$ cat config.mk
export PLATFORM = sky130hd
export DESIGN_NAME = adc_config_and_result_format
export DESIGN_NICKNAME = d
export VERILOG_FILES = /design/src/adc_ctrl_pkg.sv /design/src/adc_config_and_result_format.sv /design/src/conv_clock_gen.sv
export SDC_FILE = /design/constraint.sdc
export NUM_CORES = 1
export LEC_CHECK = 0
export ABC_AREA = 1
export CORE_MARGIN = 5
export CORE_UTILIZATION = 57
export CTS_CLUSTER_DIAMETER = 50
export DETAILED_ROUTE_END_ITERATION = 12
export DONT_BUFFER_PORTS = 1
export PLACE_DENSITY = 0.72
export SLEW_MARGIN = 10
export SYNTH_ARGS = -nofsm -noshare
export SYNTH_HDL_FRONTEND = slang
export SYNTH_SLANG_ARGS = --single-unit
$ cat constraint.sdc
create_clock -name clk_sys -period 6.2 [get_ports clk_sys]
set_clock_uncertainty 0.05 [all_clocks]
set_input_delay 0.93 -clock clk_sys [delete_from_list [all_inputs] [get_ports clk_sys]]
set_output_delay 0.93 -clock clk_sys [all_outputs]
set_load 0.05 [all_outputs]
$ cat src/adc_ctrl_pkg.sv
// Package for the converter control block: register offsets, field layouts,
// reset values, clock divider and acquisition tables, state encoding.
// Assumes a single 20 MHz system clock domain.
package adc_ctrl_pkg;

  // ****************************************************************
  // Register map (byte offsets on the plain register port)
  // ****************************************************************
  localparam logic [3:0] OFF_CONTROL     = 4'h0;
  localparam logic [3:0] OFF_REF_SELECT  = 4'h1;
  localparam logic [3:0] OFF_TIMING_FMT  = 4'h2;
  localparam logic [3:0] OFF_RESULT_HIGH = 4'h3;
  localparam logic [3:0] OFF_RESULT_LOW  = 4'h4;
  localparam logic [3:0] OFF_IRQ_STATUS  = 4'h5;
  localparam logic [3:0] OFF_IRQ_MASK    = 4'h6;
  localparam logic [3:0] OFF_SAMPLE_IN   = 4'h7;

  // ****************************************************************
  // Field positions
  // ****************************************************************
  localparam int CTRL_ENABLE_BIT = 0;
  localparam int CTRL_START_BIT  = 1;
  localparam int POS_REF_LSB     = 2;
  localparam int NEG_REF_LSB     = 0;
  localparam int JUSTIFY_BIT     = 7;
  localparam int ACQ_LSB         = 3;
  localparam int CLKSEL_LSB      = 0;
  localparam int IRQ_DONE_BIT    = 0;

  localparam logic [7:0] REF_SELECT_MASK = 8'h0F;
  localparam logic [7:0] TIMING_FMT_MASK = 8'hBF;
  localparam logic [7:0] CONTROL_MASK    = 8'h03;
  localparam logic [7:0] IRQ_MASK_BITS   = 8'h01;

  localparam logic [7:0] RESET_BYTE      = 8'h00;
  localparam logic [9:0] RESULT_RESET    = 10'h000;

  // ****************************************************************
  // Reference encodings
  // ****************************************************************
  localparam logic [1:0] PREF_SUPPLY   = 2'h0;
  localparam logic [1:0] PREF_EXT_PIN  = 2'h1;
  localparam logic [1:0] PREF_FIXED    = 2'h2;
  localparam logic [1:0] NREF_GROUND   = 2'h0;
  localparam logic [1:0] NREF_EXT_PIN  = 2'h1;

  // ****************************************************************
  // Timing
  // ****************************************************************
  localparam int   SYS_CLK_HZ       = 20_000_000;
  localparam int   RC_CLK_HZ        = 600_000;
  // RC clock modelled as a divided system clock, half period in system cycles
  localparam int   RC_HALF_CYCLES   = SYS_CLK_HZ / (2 * RC_CLK_HZ);
  localparam int   INSTR_CYCLE_CLKS = 4;
  localparam int   CONV_BITS        = 10;
  localparam int   POST_CONV_WAIT   = 2;
  localparam logic [2:0] CLKSEL_RC_A = 3'h3;
  localparam logic [2:0] CLKSEL_RC_B = 3'h7;

  typedef enum logic [2:0] {
    ST_IDLE    = 3'b000,
    ST_RC_WAIT = 3'b001,
    ST_ACQUIRE = 3'b010,
    ST_CONVERT = 3'b011,
    ST_RECOVER = 3'b100
  } conv_state_t;

  // Half periods in system clocks per clock select code (000..111)
  function automatic logic [5:0] half_period(input logic [2:0] sel);
    case (sel)
      3'h0:    half_period = 6'h01;
      3'h1:    half_period = 6'h04;
      3'h2:    half_period = 6'h10;
      3'h4:    half_period = 6'h02;
      3'h5:    half_period = 6'h08;
      3'h6:    half_period = 6'h20;
      default: half_period = 6'(RC_HALF_CYCLES);
    endcase
  endfunction

  // Acquisition length in conversion clock periods
  function automatic logic [4:0] acq_periods(input logic [2:0] code);
    case (code)
      3'h0:    acq_periods = 5'h00;
      3'h1:    acq_periods = 5'h02;
      3'h2:    acq_periods = 5'h04;
      3'h3:    acq_periods = 5'h06;
      3'h4:    acq_periods = 5'h08;
      3'h5:    acq_periods = 5'h0C;
      3'h6:    acq_periods = 5'h10;
      default: acq_periods = 5'h14;
    endcase
  endfunction

endpackage

$ cat src/adc_config_and_result_format.sv
// Converter control and result formatting for a 10-bit successive approximation
// converter. Assumes one 20 MHz clock; the analog comparator sits outside.
// Operation
// - Positive reference bits 3-2: 00 supply, 01 external pin, 10 fixed, 11 reserved.
// - Negative reference bits 1-0: 00 ground, 01 external pin, others reserved.
// - Unimplemented configuration bits read zero and ignore writes.
// - Timing register bit 7 chooses right (1) or left (0) justified result.
// - Acquisition bits 5-3 give 0,2,4,6,8,12,16,20 conversion clock periods.
// - Holding capacitor stays connected from start until conversion begins.
// - Clock bits 2-0 select divided system clock or internal RC clock.
// - With RC clock, wait one extra instruction cycle before converting.
// - Left format: bits 9:2 in high, bits 1:0 in low bits 7-6.
// - Right format: bits 9:8 in high bits 1-0, bits 7:0 in low.
// - Holding capacitor discharged after every conversion.
// - On completion clear start bit, set irq flag, load result.
// - Wait two conversion clock periods after complete or an abort during conversion.
`timescale 1ns/10ps
module adc_config_and_result_format
  import adc_ctrl_pkg::*;
(
  input  wire logic       clk_sys,        // System clock, 20 MHz
  input  wire logic       resetn,         // Async reset, active low
  input  wire logic [3:0] reg_addr,       // Register address
  input  wire logic [7:0] reg_wdata,      // Write data
  input  wire logic       reg_write,      // Write strobe
  input  wire logic       reg_read,       // Read strobe
  output logic      [7:0] reg_rdata,      // Read data, cycle after strobe
  input  wire logic       compare_in,     // Comparator result for current trial bit
  output logic      [1:0] pos_ref_sel,    // Positive reference select
  output logic      [1:0] neg_ref_sel,    // Negative reference select
  output logic            hold_connect,   // Holding capacitor to channel
  output logic            hold_discharge, // Holding capacitor discharge
  output logic      [9:0] dac_trial,      // Successive approximation trial code
  output logic            irq             // Level interrupt
);

  // ****************************************************************
  // Registers
  // ****************************************************************
  logic [7:0]  ref_reg;
  logic [7:0]  timing_reg;
  logic        enable_reg;
  logic        start_reg;
  logic [9:0]  result_reg;
  logic [9:0]  sar_reg;
  logic [3:0]  bit_idx_reg;
  logic [4:0]  acq_cnt_reg;
  logic [1:0]  rc_wait_reg;
  logic [1:0]  rec_cnt_reg;
  logic        status_reg;
  logic        mask_reg;
  conv_state_t state_reg;

  logic        wr_ctrl;
  logic        start_req;
  logic        abort_req;
  logic        done_event;
  logic        tick;
  logic        use_rc;
  logic [4:0]  acq_len;
  logic [7:0]  high_view;
  logic [7:0]  low_view;
  logic        tick_run;

  assign wr_ctrl   = reg_write && (reg_addr == OFF_CONTROL);
  // Start is only taken from idle; a start during recovery is refused and never latched
  assign start_req = wr_ctrl && reg_wdata[CTRL_START_BIT] && reg_wdata[CTRL_ENABLE_BIT] && !start_reg
                  && (state_reg == ST_IDLE);
  assign abort_req = wr_ctrl && start_reg && (!reg_wdata[CTRL_START_BIT] || !reg_wdata[CTRL_ENABLE_BIT]);
  assign use_rc    = (timing_reg[CLKSEL_LSB +: 3] == CLKSEL_RC_A)
                  || (timing_reg[CLKSEL_LSB +: 3] == CLKSEL_RC_B);
  assign acq_len   = acq_periods(timing_reg[ACQ_LSB +: 3]);
  // Abort restarts the period counter so recovery spans two full periods
  assign tick_run  = ((state_reg == ST_ACQUIRE) || (state_reg == ST_CONVERT) || (state_reg == ST_RECOVER))
                  && !(state_reg == ST_CONVERT && abort_req);
  assign done_event = (state_reg == ST_CONVERT) && tick && (bit_idx_reg == 4'h0);

  conv_clock_gen u_clk (
    .clk_sys     (clk_sys),
    .resetn      (resetn),
    .run         (tick_run),
    .clk_sel     (timing_reg[CLKSEL_LSB +: 3]),
    .period_tick (tick)
  );

  // ****************************************************************
  // Configuration registers
  // ****************************************************************
  always_ff @(posedge clk_sys or negedge resetn) begin
    if (!resetn) begin
      ref_reg    <= RESET_BYTE;
      timing_reg <= RESET_BYTE;
      mask_reg   <= 1'b0;
    end else if (reg_write) begin
      if (reg_addr == OFF_REF_SELECT) begin
        ref_reg <= reg_wdata & REF_SELECT_MASK;
      end else if (reg_addr == OFF_TIMING_FMT) begin
        timing_reg <= reg_wdata & TIMING_FMT_MASK;
      end else if (reg_addr == OFF_IRQ_MASK) begin
        mask_reg <= reg_wdata[IRQ_DONE_BIT];
      end
    end
  end

  // Reserved reference codes fall back to the rails so no pin floats
  always_ff @(posedge clk_sys or negedge resetn) begin
    if (!resetn) begin
      pos_ref_sel <= PREF_SUPPLY;
      neg_ref_sel <= NREF_GROUND;
    end else begin
      if (ref_reg[POS_REF_LSB +: 2] == PREF_EXT_PIN || ref_reg[POS_REF_LSB +: 2] == PREF_FIXED) begin
        pos_ref_sel <= ref_reg[POS_REF_LSB +: 2];
      end else begin
        pos_ref_sel <= PREF_SUPPLY;
      end
      if (ref_reg[NEG_REF_LSB +: 2] == NREF_EXT_PIN) begin
        neg_ref_sel <= NREF_EXT_PIN;
      end else begin
        neg_ref_sel <= NREF_GROUND;
      end
    end
  end

  // ****************************************************************
  // Enable and start/done
  // ****************************************************************
  always_ff @(posedge clk_sys or negedge resetn) begin
    if (!resetn) begin
      enable_reg <= 1'b0;
    end else if (wr_ctrl) begin
      enable_reg <= reg_wdata[CTRL_ENABLE_BIT];
    end
  end

  always_ff @(posedge clk_sys or negedge resetn) begin
    if (!resetn) begin
      start_reg <= 1'b0;
    end else if (done_event) begin
      start_reg <= 1'b0;
    end else if (start_req) begin
      start_reg <= 1'b1;
    end else if (abort_req) begin
      start_reg <= 1'b0;
    end
  end

  // ****************************************************************
  // Conversion sequencer
  // ****************************************************************
  always_ff @(posedge clk_sys or negedge resetn) begin
    if (!resetn) begin
      state_reg   <= ST_IDLE;
      acq_cnt_reg <= 5'h00;
      rc_wait_reg <= 2'h0;
      rec_cnt_reg <= 2'h0;
      bit_idx_reg <= 4'h0;
      sar_reg     <= RESULT_RESET;
    end else begin
      case (state_reg)
        ST_IDLE: begin
          acq_cnt_reg <= 5'h00;
          if (start_req) begin
            rc_wait_reg <= 2'h0;
            // First trial code goes out early so the comparator settles before the first decision
            bit_idx_reg <= 4'(CONV_BITS - 1);
            sar_reg     <= 10'h200;
            state_reg   <= use_rc ? ST_RC_WAIT : ST_ACQUIRE;
          end
        end
        ST_RC_WAIT: begin
          // One instruction cycle lets a sleep instruction go first
          rc_wait_reg <= rc_wait_reg + 2'h1;
          if (abort_req) begin
            state_reg <= ST_IDLE;
          end else if (rc_wait_reg == 2'(INSTR_CYCLE_CLKS - 1)) begin
            state_reg <= ST_ACQUIRE;
          end
        end
        ST_ACQUIRE: begin
          if (abort_req) begin
            state_reg <= ST_IDLE;
          end else if (acq_cnt_reg >= acq_len) begin
            state_reg   <= ST_CONVERT;
          end else if (tick) begin
            acq_cnt_reg <= acq_cnt_reg + 5'h01;
          end
        end
        ST_CONVERT: begin
          if (abort_req) begin
            // Unconverted bits copy the last decided bit
            sar_reg     <= compare_in ? (sar_reg | ((10'h001 << bit_idx_reg) - 10'h001))
                                      : (sar_reg & ~((10'h002 << bit_idx_reg) - 10'h001));
            rec_cnt_reg <= 2'h0;
            state_reg   <= ST_RECOVER;
          end else if (tick) begin
            if (!compare_in) begin
              sar_reg[bit_idx_reg] <= 1'b0;
            end
            if (bit_idx_reg == 4'h0) begin
              rec_cnt_reg <= 2'h0;
              state_reg   <= ST_RECOVER;
            end else begin
              sar_reg[bit_idx_reg - 4'h1] <= 1'b1;
              bit_idx_reg <= bit_idx_reg - 4'h1;
            end
          end
        end
        ST_RECOVER: begin
          if (tick) begin
            rec_cnt_reg <= rec_cnt_reg + 2'h1;
            if (rec_cnt_reg == 2'(POST_CONV_WAIT - 1)) begin
              state_reg <= ST_IDLE;
            end
          end
        end
        default: begin
          state_reg <= ST_IDLE;
        end
      endcase
    end
  end

  // ****************************************************************
  // Result, analog controls, interrupt
  // ****************************************************************
  always_ff @(posedge clk_sys or negedge resetn) begin
    if (!resetn) begin
      result_reg <= RESULT_RESET;
    end else if (done_event) begin
      result_reg <= {sar_reg[9:1], compare_in};
    end else if (state_reg == ST_CONVERT && abort_req) begin
      result_reg <= compare_in ? (sar_reg | ((10'h001 << bit_idx_reg) - 10'h001))
                               : (sar_reg & ~((10'h002 << bit_idx_reg) - 10'h001));
    end
  end

  always_ff @(posedge clk_sys or negedge resetn) begin
    if (!resetn) begin
      hold_connect   <= 1'b0;
      hold_discharge <= 1'b1;
      dac_trial      <= RESULT_RESET;
    end else begin
      hold_connect   <= enable_reg && (state_reg == ST_ACQUIRE || state_reg == ST_RC_WAIT
                                       || (state_reg == ST_IDLE && start_req));
      hold_discharge <= (state_reg == ST_RECOVER);
      dac_trial      <= sar_reg;
    end
  end

  always_ff @(posedge clk_sys or negedge resetn) begin
    if (!resetn) begin
      status_reg <= 1'b0;
    end else if (done_event) begin
      status_reg <= 1'b1;
    end else if (reg_write && reg_addr == OFF_IRQ_STATUS && reg_wdata[IRQ_DONE_BIT]) begin
      status_reg <= 1'b0;
    end
  end

  always_ff @(posedge clk_sys or negedge resetn) begin
    if (!resetn) begin
      irq <= 1'b0;
    end else begin
      irq <= status_reg && mask_reg;
    end
  end

  // ****************************************************************
  // Read path
  // ****************************************************************
  always_comb begin
    if (timing_reg[JUSTIFY_BIT]) begin
      high_view = {6'h00, result_reg[9:8]};
      low_view  = result_reg[7:0];
    end else begin
      high_view = result_reg[9:2];
      low_view  = {result_reg[1:0], 6'h00};
    end
  end

  always_ff @(posedge clk_sys or negedge resetn) begin
    if (!resetn) begin
      reg_rdata <= RESET_BYTE;
    end else if (reg_read) begin
      if (reg_addr == OFF_CONTROL) begin
        reg_rdata <= {6'h00, start_reg, enable_reg};
      end else if (reg_addr == OFF_REF_SELECT) begin
        reg_rdata <= ref_reg;
      end else if (reg_addr == OFF_TIMING_FMT) begin
        reg_rdata <= timing_reg;
      end else if (reg_addr == OFF_RESULT_HIGH) begin
        reg_rdata <= high_view;
      end else if (reg_addr == OFF_RESULT_LOW) begin
        reg_rdata <= low_view;
      end else if (reg_addr == OFF_IRQ_STATUS) begin
        reg_rdata <= {7'h00, status_reg};
      end else if (reg_addr == OFF_IRQ_MASK) begin
        reg_rdata <= {7'h00, mask_reg};
      end else begin
        reg_rdata <= RESET_BYTE;
      end
    end else begin
      reg_rdata <= RESET_BYTE;
    end
  end

endmodule

$ cat src/conv_clock_gen.sv
// Conversion clock tick generator: one pulse per conversion clock period.
// Assumes the selection is stable while a conversion runs.
`timescale 1ns/10ps
module conv_clock_gen
  import adc_ctrl_pkg::*;
(
  input  wire logic       clk_sys,   // System clock
  input  wire logic       resetn,    // Async reset, active low
  input  wire logic       run,       // Counting allowed
  input  wire logic [2:0] clk_sel,   // Conversion clock select
  output logic            period_tick // One pulse per full period
);

  logic [5:0] count_reg;
  logic       phase_reg;
  logic [5:0] half_limit;

  assign half_limit = half_period(clk_sel);

  // Restarts on each run so the first period is a full one
  always_ff @(posedge clk_sys or negedge resetn) begin
    if (!resetn) begin
      count_reg   <= 6'h00;
      phase_reg   <= 1'b0;
      period_tick <= 1'b0;
    end else if (!run) begin
      count_reg   <= 6'h00;
      phase_reg   <= 1'b0;
      period_tick <= 1'b0;
    end else if (count_reg + 6'h01 >= half_limit) begin
      count_reg   <= 6'h00;
      phase_reg   <= ~phase_reg;
      period_tick <= phase_reg;
    end else begin
      count_reg   <= count_reg + 6'h01;
      period_tick <= 1'b0;
    end
  end

endmodule

## Word-level counts from Yosys, hierarchy flattened

Cells that the tools add are included.

- Register bits after elaboration: 84
- Bits in latches: 0
- Bits in writable memories: 0
- ROM bits: 0
- Output and inout port bits: 25
- Logic and storage cells: 207
- Memories kept: 0

- Add/sub/neg operators: 7
- Multiply operators: 0
- Div/mod/pow operators: 0
- Order comparisons: 6
- Eq/ne operators: 41
- Shifts and indexed selects: 2
- Muxes and demuxes: 69
- Bitwise logic cells: 9
- Reduce and logical (&&, ||, !) cells: 50

Operator list:

| cell | count |
|---|---|
| 2-to-1 mux 10 bit | 11 |
| 2-to-1 mux 8 bit | 8 |
| case mux 5 bit (7 select lines) | 1 |
| 2-to-1 mux 3 bit | 10 |
| case mux 6 bit (5 select lines) | 1 |
| equality test 3 bit (second input constant) | 8 |
| bitwise AND 10 bit | 2 |
| inverter 10 bit | 2 |
| OR 10 bit | 2 |
| case mux 10 bit (2 select lines) | 1 |
| subtractor 10 x 1 -> 10 bit (second input constant) | 2 |
| logical AND 1 bit | 18 |
| 2-to-1 mux 4 bit | 4 |
| equality test 3 x 2 -> 1 bit (second input constant) | 5 |
| 2-to-1 mux 5 bit | 3 |
| case mux 3 bit (5 select lines) | 1 |
| 2-to-1 mux 1 bit | 14 |
| 2-to-1 mux 2 bit | 7 |
| != test 2 bit (second input constant) | 7 |
| equality test 4 x 3 -> 1 bit (second input constant) | 3 |
| 2-to-1 mux 6 bit | 2 |
| AND reduction 4 bit | 3 |
| nonzero test 2 bit | 6 |
| < comparator 4 x 5 -> 1 bit (second input constant) | 2 |
| other kinds (31) | 61 |

## Logic depth before layout (Yosys ltp)

Gate-level depths: netlist of the first run.

- Word-level depth: 15
- Gate-level depth with buffers: 15
- Mapped depth without buffers: 14

## Modules after synthesis

A second synthesis of the first run with hierarchy kept.

- Cell total of the unflattened synthesis: 617
- Area, all modules: 4874.7 um^2

Modules (own cells, without submodules):

| module | times used | cells an instance | area an instance (um^2) |
|---|---|---|---|
| adc_config_and_result_format | 1 | 542 | 4305.4 |
| conv_clock_gen | 1 | 75 | 569.3 |

## Worst setup path before layout of the first run

OpenSTA, ideal clock, no wires.

- Path type: input-to-reg
- From: input port reg_addr[2]
- To: register sar_reg[9]
- Setup time: 0.122 ns
- Arrival time: 1.925 ns
- Data required time: 6.028 ns
- Path slack: 4.103 ns
- Stages on the path: 9
- Path through: nor2_2 -> nand2_2 -> nor2_4 -> nand4_1 -> nand2_1 -> nand2_2 -> buf_4 -> a21oi_1 -> a21oi_1

- Cells in the longest elaborated chain, start to end: 8

RTL lines:

| element | line | RTL |
|---|---|---|
| start: declaration | adc_config_and_result_format.sv:23 | `input wire logic [3:0] reg_addr,` |
| logical NOT 4 bit * | adc_config_and_result_format.sv:65 | `assign wr_ctrl = reg_write && (reg_addr == OFF_CONTROL);` |
| logical AND 1 bit * | adc_config_and_result_format.sv:65 |  |
| logical AND 1 bit (3 in a row) | adc_config_and_result_format.sv:67 | `assign start_req = wr_ctrl && reg_wdata[CTRL_START_BIT] && reg_wdata[CTRL_ENABLE_BIT] && !start_reg` |
| logical AND 1 bit | adc_config_and_result_format.sv:68 | `&& (state_reg == ST_IDLE);` |
| != test 2 bit (no source line) | n/a |  |
| AND reduction 3 bit (no source line) | n/a |  |
| end signal: assignment | adc_config_and_result_format.sv:191 | `sar_reg <= compare_in ? (sar_reg \| ((10'h001 << bit_idx_reg) - 10'h001))` |
| end: declaration | adc_config_and_result_format.sv:45 | `logic [9:0] sar_reg;` |

Mark *: on every way between the ends. The rest lies on a longest branch, timed or not.
A chain may end at the register's enable or synchronous reset.

## Worst setup path in the final report of the first run

- From: register bit_idx_reg[0]
- To: register sar_reg[9]

- Cells in the longest elaborated chain, start to end: 15

RTL lines:

| element | line | RTL |
|---|---|---|
| start: declaration | adc_config_and_result_format.sv:46 | `logic [3:0] bit_idx_reg;` |
| start signal: assignment | adc_config_and_result_format.sv:165 | `bit_idx_reg <= 4'(CONV_BITS - 1);` |
| start signal: assignment | adc_config_and_result_format.sv:204 | `bit_idx_reg <= bit_idx_reg - 4'h1;` |
| < comparator 4 x 5 -> 1 bit (implied by the code) or >= comparator 4 x 1 -> 1 bit (tied branches) | adc_config_and_result_format.sv:197 | `sar_reg[bit_idx_reg] <= 1'b0;` |
| logical AND 1 bit (implied by the code) | adc_config_and_result_format.sv:197 |  |
| 2-to-1 mux 1 bit (implied by the code) | adc_config_and_result_format.sv:197 |  |
| demux 1 bit (select 4 bit) | adc_config_and_result_format.sv:197 |  |
| inverter 10 bit (no source line) | n/a |  |
| bitwise AND 10 bit (no source line) | n/a |  |
| 2-to-1 mux 10 bit | adc_config_and_result_format.sv:196 | `if (!compare_in) begin` |
| 2-to-1 mux 10 bit | adc_config_and_result_format.sv:195 | `end else if (tick) begin` |
| 2-to-1 mux 10 bit | adc_config_and_result_format.sv:189 | `if (abort_req) begin` |
| 2-to-1 mux 10 bit | adc_config_and_result_format.sv:159 | `case (state_reg)` |
| OR 10 bit (no source line) | n/a |  |
| 2-to-1 mux 10 bit | adc_config_and_result_format.sv:199 | `if (bit_idx_reg == 4'h0) begin` |
| 2-to-1 mux 10 bit | adc_config_and_result_format.sv:195 |  |
| 2-to-1 mux 10 bit * | adc_config_and_result_format.sv:189 |  |
| case mux 10 bit (2 select lines) * | adc_config_and_result_format.sv:159 |  |

Mark *: on every way between the ends. The rest lies on a longest branch, timed or not. The select of a mux whose other input is x is not followed.

==> results.py, run 1 <==
metrics = {
    "run_status": {
        "status": "complete, no violations",
    },
    "route": {
        "wirelength_um": 10600,
        "ant_nets": 0,
        "drt_iter0_markers": 179,
        "wl_met1_um": 4940,
        "drt_pass1_iterations": 5,
        "vias_per_cell": 5.49,
        "highest_layer": "met4",
        "met2_wirelength_um": 5070,
        "wl_met3_um": 410,
        "drc_errors": 0,
        "num_vias": 4122,
        "wl_per_cell_um": 14.1,
    },
    "global_routing": {
        "antenna_found_initial": 0,
        "grt_pass1_wl_um": 17800,
        "grt_overflow": 0,
        "first_global_vias": 3753,
        "grt.total_usage_pct": 21.2,
        "grt_max_degree": 84,
    },
    "clock_tree": {
        "ctsHoldBuffers": 0,
        "cts.sinks": 83,
        "post_cts_resized": 0,
        "root_buffer": "clkbuf_8",
        "clk-insertion-delay-late_ns": 0.36,
        "h-tree-depth": 3,
        "cts-buffers-inserted": 9,
        "cts_tree": "built",
        "postCtsSetupBuffers": 0,
        "cts_buffer_depth": 2,
        "path_clk_slew_ns": 0.09,
    },
    "worst_setup_path": {
        "path_cells": "inv_1 > ha_1 > nand2_2 > ha_1 > nand2_1 > inv_1 > nand3_1 > nand3_1 > nand2_1 > nand2_1 > nand2_1 > a21oi_1",
        "crit_path_max_incr_delay_ns": 0.48,
        "critical_path_arrival_ns": 2.67,
        "worstSetupPathType": "reg -> reg",
        "crit_required_ns": 6.43,
        "cp-startpoint": "bit_idx_reg[0]$_DFFE_PN0P_",
        "start_kind": "flip-flop",
        "cpMaxStageDelayCell": "dfrtp_1",
        "critPathMaxFanout": 16,
        "r2r-start": "bit_idx_reg[0]$_DFFE_PN0P_",
        "cp-end-kind": "flip-flop",
        "path_common_cell": "nand2_1",
    },
    "placed_design": {
        "placed_cells": 735,
        "post_dp_cell_area_um2": 4950,
        "dpl_worst_slack_ns": 3.67,
        "port_buffers": 0,
        "gp_congestion": 1.01,
        "dp_hpwl_um": 7850,
    },
    "layout": {
        "layout_commonest_cell": "nand2_1",
        "instances_no_fill": 751,
        "drive_above_1_share_pct": 7.28,
        "num_antenna_cells": 0,
        "final_cell_area_um2": 5220,
        "fin_nets": 681,
        "n_fill_cell": 693,
        "syn_to_final_growth_pct": 6.51,
        "final_cell_mix": "nand2_1, dfrtp_1, inv_1, nor2_1, o21ai_0",
    },
    "floorplanning": {
        "initial_core_util_pct": 59.0,
        "die_area_um2": 10500,
        "fp-row-count": 33,
        "die_height_um": 103,
        "die_x_um": 103,
        "core_um2": 8300,
        "io_pins": 42,
    },
    "power_and_ir_drop": {
        "power_density_nw_per_um2": 398,
        "vdd_drop_max_uv": 185,
        "leakage_nw": 2.76,
        "total_power_w": 0.00208,
    },
    "yosys": {
        "ys_seq_area_share_pct": 42.4,
        "synth_ff_type": "dfrtp_1",
        "syn_nets": 683,
        "synth_top_area_cell": "dfrtp_1",
        "async_flop_share_pct": 100,
        "synthesis.area_um2": 4900,
        "synthTopCellsByArea": "dfrtp_1, nand2_1, ha_1",
        "synth_edf_count": 0,
        "synth_cell_types": 45,
        "netlist.area_leader.share_pct": 41.9,
        "synth-seq-cells": 83,
        "syn_area_per_cell_um2": 7.62,
        "yosysWarnings": 0,
        "netlist_instances": 643,
    },
    "timing": {
        "slew_violations": 0,
        "relSlewSlack_pct": 64.9,
        "finalSetupViolCount": 0,
        "rsz0062_at_grt": "false",
        "period_needed_ns": 2.44,
        "timing.final.crit_share_pct": 39.4,
        "worstMarginPinSlew_ns": 0.527,
        "setup_ws_ns": 3.76,
        "finalHoldViolCount": 0,
        "fmaxAchievable_mhz": 409,
        "timing.setup.tns_ns": 0,
    },
    "min_path": {
        "hp-class": "in -> async",
    },
    "run": {
        "maxCapViolations": 0,
    },
}
==> stage by stage <==
step / utilization [%] / hold WS, ns
after floorplan: - / 0.318
after global placement: 59.7 / 0.369
after detailed placement: 59.7 / 0.371
after CTS: 62.9 / 0.198
after global routing: 62.9 / 0.187
final: 62.9 / 0.213
==> synth_stat cells, types with 4 or more instances <==
cell type	count
a211oi_1	4
a21oi_1	28
buf_2	4
clkbuf_1	5
dfrtp_1	82
ha_1	23
inv_1	75
inv_2	6
nand2_1	167
nand3_1	48
nand4_1	6
nor2_1	61
nor2_2	5
nor2_4	6
nor3_1	7
o211ai_1	4
o21ai_0	54
o21ai_1	6
or2_2	4
xor2_1	11
==> path summary, 6_finish.rpt <==
path	to	slack [ns]	cells after the start
min in group clk_sys	dac_trial[0]$_DFF_PN0_	0.38	0
max reg2reg	sar_reg[9]$_DFFE_PN0P_	3.76	12
max	sar_reg[9]$_DFFE_PN0P_	3.76	12
min	timing_reg[3]$_DFFE_PN0P_	0.21	0
max in group asynchronous	hold_discharge$_DFF_PN1_	5.70	0
min reg2reg	dac_trial[0]$_DFF_PN0_	0.38	0
==> worst max-delay path, delay by kind of cell, from the launching register on <==
family          cells  cell delay (ns)
buf+inv             2             0.28
flops               1             0.48
simple gates        7             0.83
fa+ha+maj           2             0.59
compound gates      1             0.14
==> report_power, final <==
part / leakage [nW] / internal [W] / switching (W) / total, W
Sequential: 1.07 / 0.000660 / 0.000255 / 0.000915
Clock: 0.127 / 0.000310 / 0.000209 / 0.000519
Combinational: 1.56 / 0.000228 / 0.000414 / 0.000642
Total: 2.76 / 0.00120 / 0.000878 / 0.00208
==> kinds of logic (layout without fill, tap and decap cells) <==
group	after synthesis	count (layout)	share of synthesized area [%]
AO/OA/AOI/OAI	110	110	12.4
AND/OR/NAND/NOR	315	315	28.5
XOR/XNOR	13	13	2.32
multiplexers	2	2	0.460
other	1	1	0.0766
adder cells (fa/ha/maj)	23	23	5.87
flip-flops	83	83	42.4
buffers and inverters	96	99	7.97
==> layer usage <==
metal,up-vias,GRT usage [%]
li1,2073,-
met1,1930,28.6
met2,97,34.5
met3,22,3.99
met4,0,7.47
met5,-,0
==> final cells by class <==
cell class              count  area [um2]  share of cell area, %
inverters                  83         314                   6.02
flip-flops and latches     83        2080                   39.8
multi-input cells         464        2430                   46.6
clock buffers              10         128                   2.45
well taps                 105         131                   2.52
clock inverters             6         136                   2.61
Power figures use the tool's default switching activity.
==> run 2, diff against run 1 <==
--- a/config.mk
+++ b/config.mk
@@ -5,13 +5,13 @@
 export SDC_FILE = /design/constraint.sdc
 export NUM_CORES = 1
 export LEC_CHECK = 0
-export ABC_AREA = 1
+export ABC_AREA = 0
 export CORE_MARGIN = 5
 export CORE_UTILIZATION = 57
 export CTS_CLUSTER_DIAMETER = 50
 export DETAILED_ROUTE_END_ITERATION = 12
 export DONT_BUFFER_PORTS = 1
-export PLACE_DENSITY = 0.72
+export PLACE_DENSITY = 0.75
 export SLEW_MARGIN = 10
 export SYNTH_ARGS = -nofsm -noshare
 export SYNTH_HDL_FRONTEND = slang
==> constraint.sdc (replaced) <==
create_clock -name clk_sys -period 2.2 [get_ports clk_sys]
set_clock_uncertainty 0.05 [all_clocks]
set_input_delay 0.33 -clock clk_sys [delete_from_list [all_inputs] [get_ports clk_sys]]
set_output_delay 0.33 -clock clk_sys [all_outputs]
set_load 0.05 [all_outputs]
==> run 2 against run 1 <==
  * The run now ends with negative hold slack, negative setup slack left
  * Critical path type unchanged
  * Power rose to 3.6 times the previous value
  * Clock-buffer cell count unchanged
  * Final area up 13%
  * Sequential power rose to 2.9 times the previous value
  * First-iteration DRC count up 47%
==> results.py, run 2 <==
metrics = {
    "timing": {
        "finalSetupViolCount": 1,
        "whs_ns": -0.404,
        "slew_violations": 0,
        "timing.final.crit_share_pct": 101,
        "finalHoldViolCount": 83,
        "worstMarginPinSlew_ns": 0.489,
        "setup_ws_ns": -0.0251,
        "rsz0062_at_grt": "true",
        "fmaxAchievable_mhz": 449,
        "period_needed_ns": 2.23,
        "relSlewSlack_pct": 66.9,
    },
    "global_routing": {
        "grt_pass1_wl_um": 20600,
        "antenna_found_initial": 0,
        "grt_overflow": 0,
        "grt_max_degree": 84,
        "first_global_vias": 3994,
        "grt.total_usage_pct": 24.8,
    },
    "route": {
        "drt_iter0_markers": 264,
        "num_vias": 4303,
        "vias_per_cell": 6.11,
        "wl_per_cell_um": 18.1,
        "ant_nets": 0,
        "drc_errors": 0,
        "wirelength_um": 12700,
        "drt_pass1_iterations": 5,
    },
    "clock_tree": {
        "root_buffer": "clkbuf_8",
        "h-tree-depth": 3,
        "cts_buffer_depth": 2,
        "cts_tree": "built",
        "clk-insertion-delay-late_ns": 0.36,
        "path_clk_slew_ns": 0.09,
        "ctsHoldBuffers": 1,
        "cts.sinks": 83,
        "cts-buffers-inserted": 9,
    },
    "power_and_ir_drop": {
        "power_density_nw_per_um2": 1260,
        "switchingPower_w": 0.00333,
        "p_int_w": 0.00406,
        "netSwitchingFraction_pct": 45.1,
        "leakage_nw": 2.55,
        "vdd_drop_max_uv": 1030,
        "p_clk_share_pct": 13.6,
        "combPwrFrac_pct": 51.0,
        "seqPwrFrac_pct": 35.4,
    },
    "min_path": {
        "hp-class": "in -> async",
    },
    "yosys": {
        "synth_cell_types": 75,
        "synth_top_area_cell": "dfrtp_1",
        "yosysMostFrequentCell": "dfrtp_1",
        "syn_nets": 591,
        "synth_edf_count": 0,
        "syn_area_per_cell_um2": 8.98,
        "synth_common_cells": "dfrtp_1, nand2_1, nor2_1",
        "yosysWarnings": 0,
        "ys_seq_area_share_pct": 42.0,
        "synth_ff_type": "dfrtp_1",
        "netlist_instances": 551,
        "synth-seq-cells": 83,
        "synthTopCellsByArea": "dfrtp_1, ha_1, nand2_1",
        "async_flop_share_pct": 100,
        "netlist.area_leader.share_pct": 41.5,
        "synthesis.area_um2": 4950,
    },
    "floorplanning": {
        "die_area_um2": 10600,
        "die_x_um": 103,
        "initial_core_util_pct": 57.6,
        "io_pins": 42,
        "die_height_um": 103,
        "core_um2": 8590,
        "fp-row-count": 34,
    },
    "worst_setup_path": {
        "r2r_slack_ns": -0.03,
        "critPathMaxFanout": 6,
        "cp-startpoint": "bit_idx_reg[0]$_DFFE_PN0P_",
        "critical_path_arrival_ns": 2.42,
        "r2r-start": "bit_idx_reg[0]$_DFFE_PN0P_",
        "endpoint": "result_reg[8]$_DFFE_PN0P_",
        "cp-end-kind": "flip-flop",
        "worstSetupPathType": "reg -> reg",
        "reg2reg_to": "result_reg[8]$_DFFE_PN0P_",
        "worstRegToRegCells": 13,
        "crit_required_ns": 2.39,
        "start_kind": "flip-flop",
    },
    "layout": {
        "syn_to_final_growth_pct": 18.8,
        "num_antenna_cells": 0,
        "layout_commonest_cell": "dfrtp_1",
        "n_fill_cell": 653,
        "drive_above_1_share_pct": 24.2,
        "final_cell_mix": "dfrtp_1, nand2_1, buf_4, nor2_1, a21oi_1",
        "final_cell_area_um2": 5880,
        "fin_nets": 631,
    },
    "run_status": {
        "violations": "negative hold slack, negative setup slack",
        "status": "finished, violations left",
    },
    "run": {
        "maxCapViolations": 0,
    },
    "placed_design": {
        "post_dp_cell_area_um2": 5370,
        "gp_congestion": 0.929,
        "port_buffers": 0,
        "dp_hpwl_um": 9540,
    },
}
-- run 2: how the worst min path moves through the flow --
stage,endpoint,slack (ns)
after global routing,u_clk.count_reg[4]$_DFF_PN0_,-0.42
after detailed placement,u_clk.count_reg[4]$_DFF_PN0_,-0.01
after floorplan,acq_cnt_reg[0]$_DFFE_PN0P_,-0.02
after CTS,u_clk.count_reg[4]$_DFF_PN0_,-0.40
final,u_clk.count_reg[4]$_DFF_PN0_,-0.40
after global placement,u_clk.count_reg[4]$_DFF_PN0_,-0.01
-- run 2: logic make-up after synthesis --
logic type / share of synthesized area (%)
simple gates: 20.1
mux: 5.61
other cells: 0.0758
buf+inv: 4.80
xor+xnor: 1.42
flops: 42.0
compound gates: 20.2
fa+ha+maj: 5.82
-- run 2: cell type report --
type                    count  area, um2  area share (%)
clock buffers              10        128            2.17
clock inverters             6       48.8           0.830
inverters                  26        110            1.87
well taps                 108        135            2.30
flip-flops and latches     83       2080            35.4
repair buffers             59        453            7.70
multi-input cells         412       2920            49.7
-- run 2: per-stage QoR --
step	cells	worst slack [ns]	utilization [%]	total power [W]	TNS [ns]
4_1_cts	697	0.000152	65.4	0.00692	0
5_1_grt	704	-0.125	68.4	0.00790	-0.953
3_3_place_gp	680	-0.0360	62.5	0.00570	-0.0872
2_1_floorplan	551	-0.0116	-	0.00458	-0.0116
6_report	704	-0.0251	68.4	0.00740	-0.0251
3_5_place_dp	680	-0.0976	62.5	0.00581	-0.398
-- run 2: timing repair --
action	CTS	global route
endpoints found under the hold margin	84	83
setup buffers	0	7
pin swaps	7	19
endpoints found under the setup margin	12	25
resized for setup	13	42
-- run 2: worst max-delay path, cell delays in order, from the launching register on --
cell,delay (ns)
dfrtp_2,0.44
inv_4,0.07
ha_4,0.13
inv_2,0.04
nor3_4,0.17
inv_2,0.08
ha_4,0.19
nor4b_4,0.13
a31oi_1,0.14
o22ai_1,0.09
buf_4,0.18
buf_4,0.14
a32oi_2,0.17
o21ai_1,0.08
-- run 2: metal layers --
| metal | up-vias | GRT usage (%) | routed length, um |
|---|---|---|---|
| li1 | 2064 | - | - |
| met1 | 2062 | 35.2 | 5820 |
| met2 | 139 | 39.1 | 5910 |
| met3 | 38 | 4.09 | 654 |
| met4 | 0 | 7.57 | 342 |
| met5 | - | 0 | 0 |
-- run 2: power by group through the flow --
stage                     registers, W  clock network [W]  logic, W
after floorplan                0.00251                  0   0.00207
after global placement         0.00261                  0   0.00309
after detailed placement       0.00264                  0   0.00317
after CTS                      0.00261            0.00102   0.00330
after global routing           0.00268            0.00110   0.00413
final                          0.00262            0.00101   0.00377
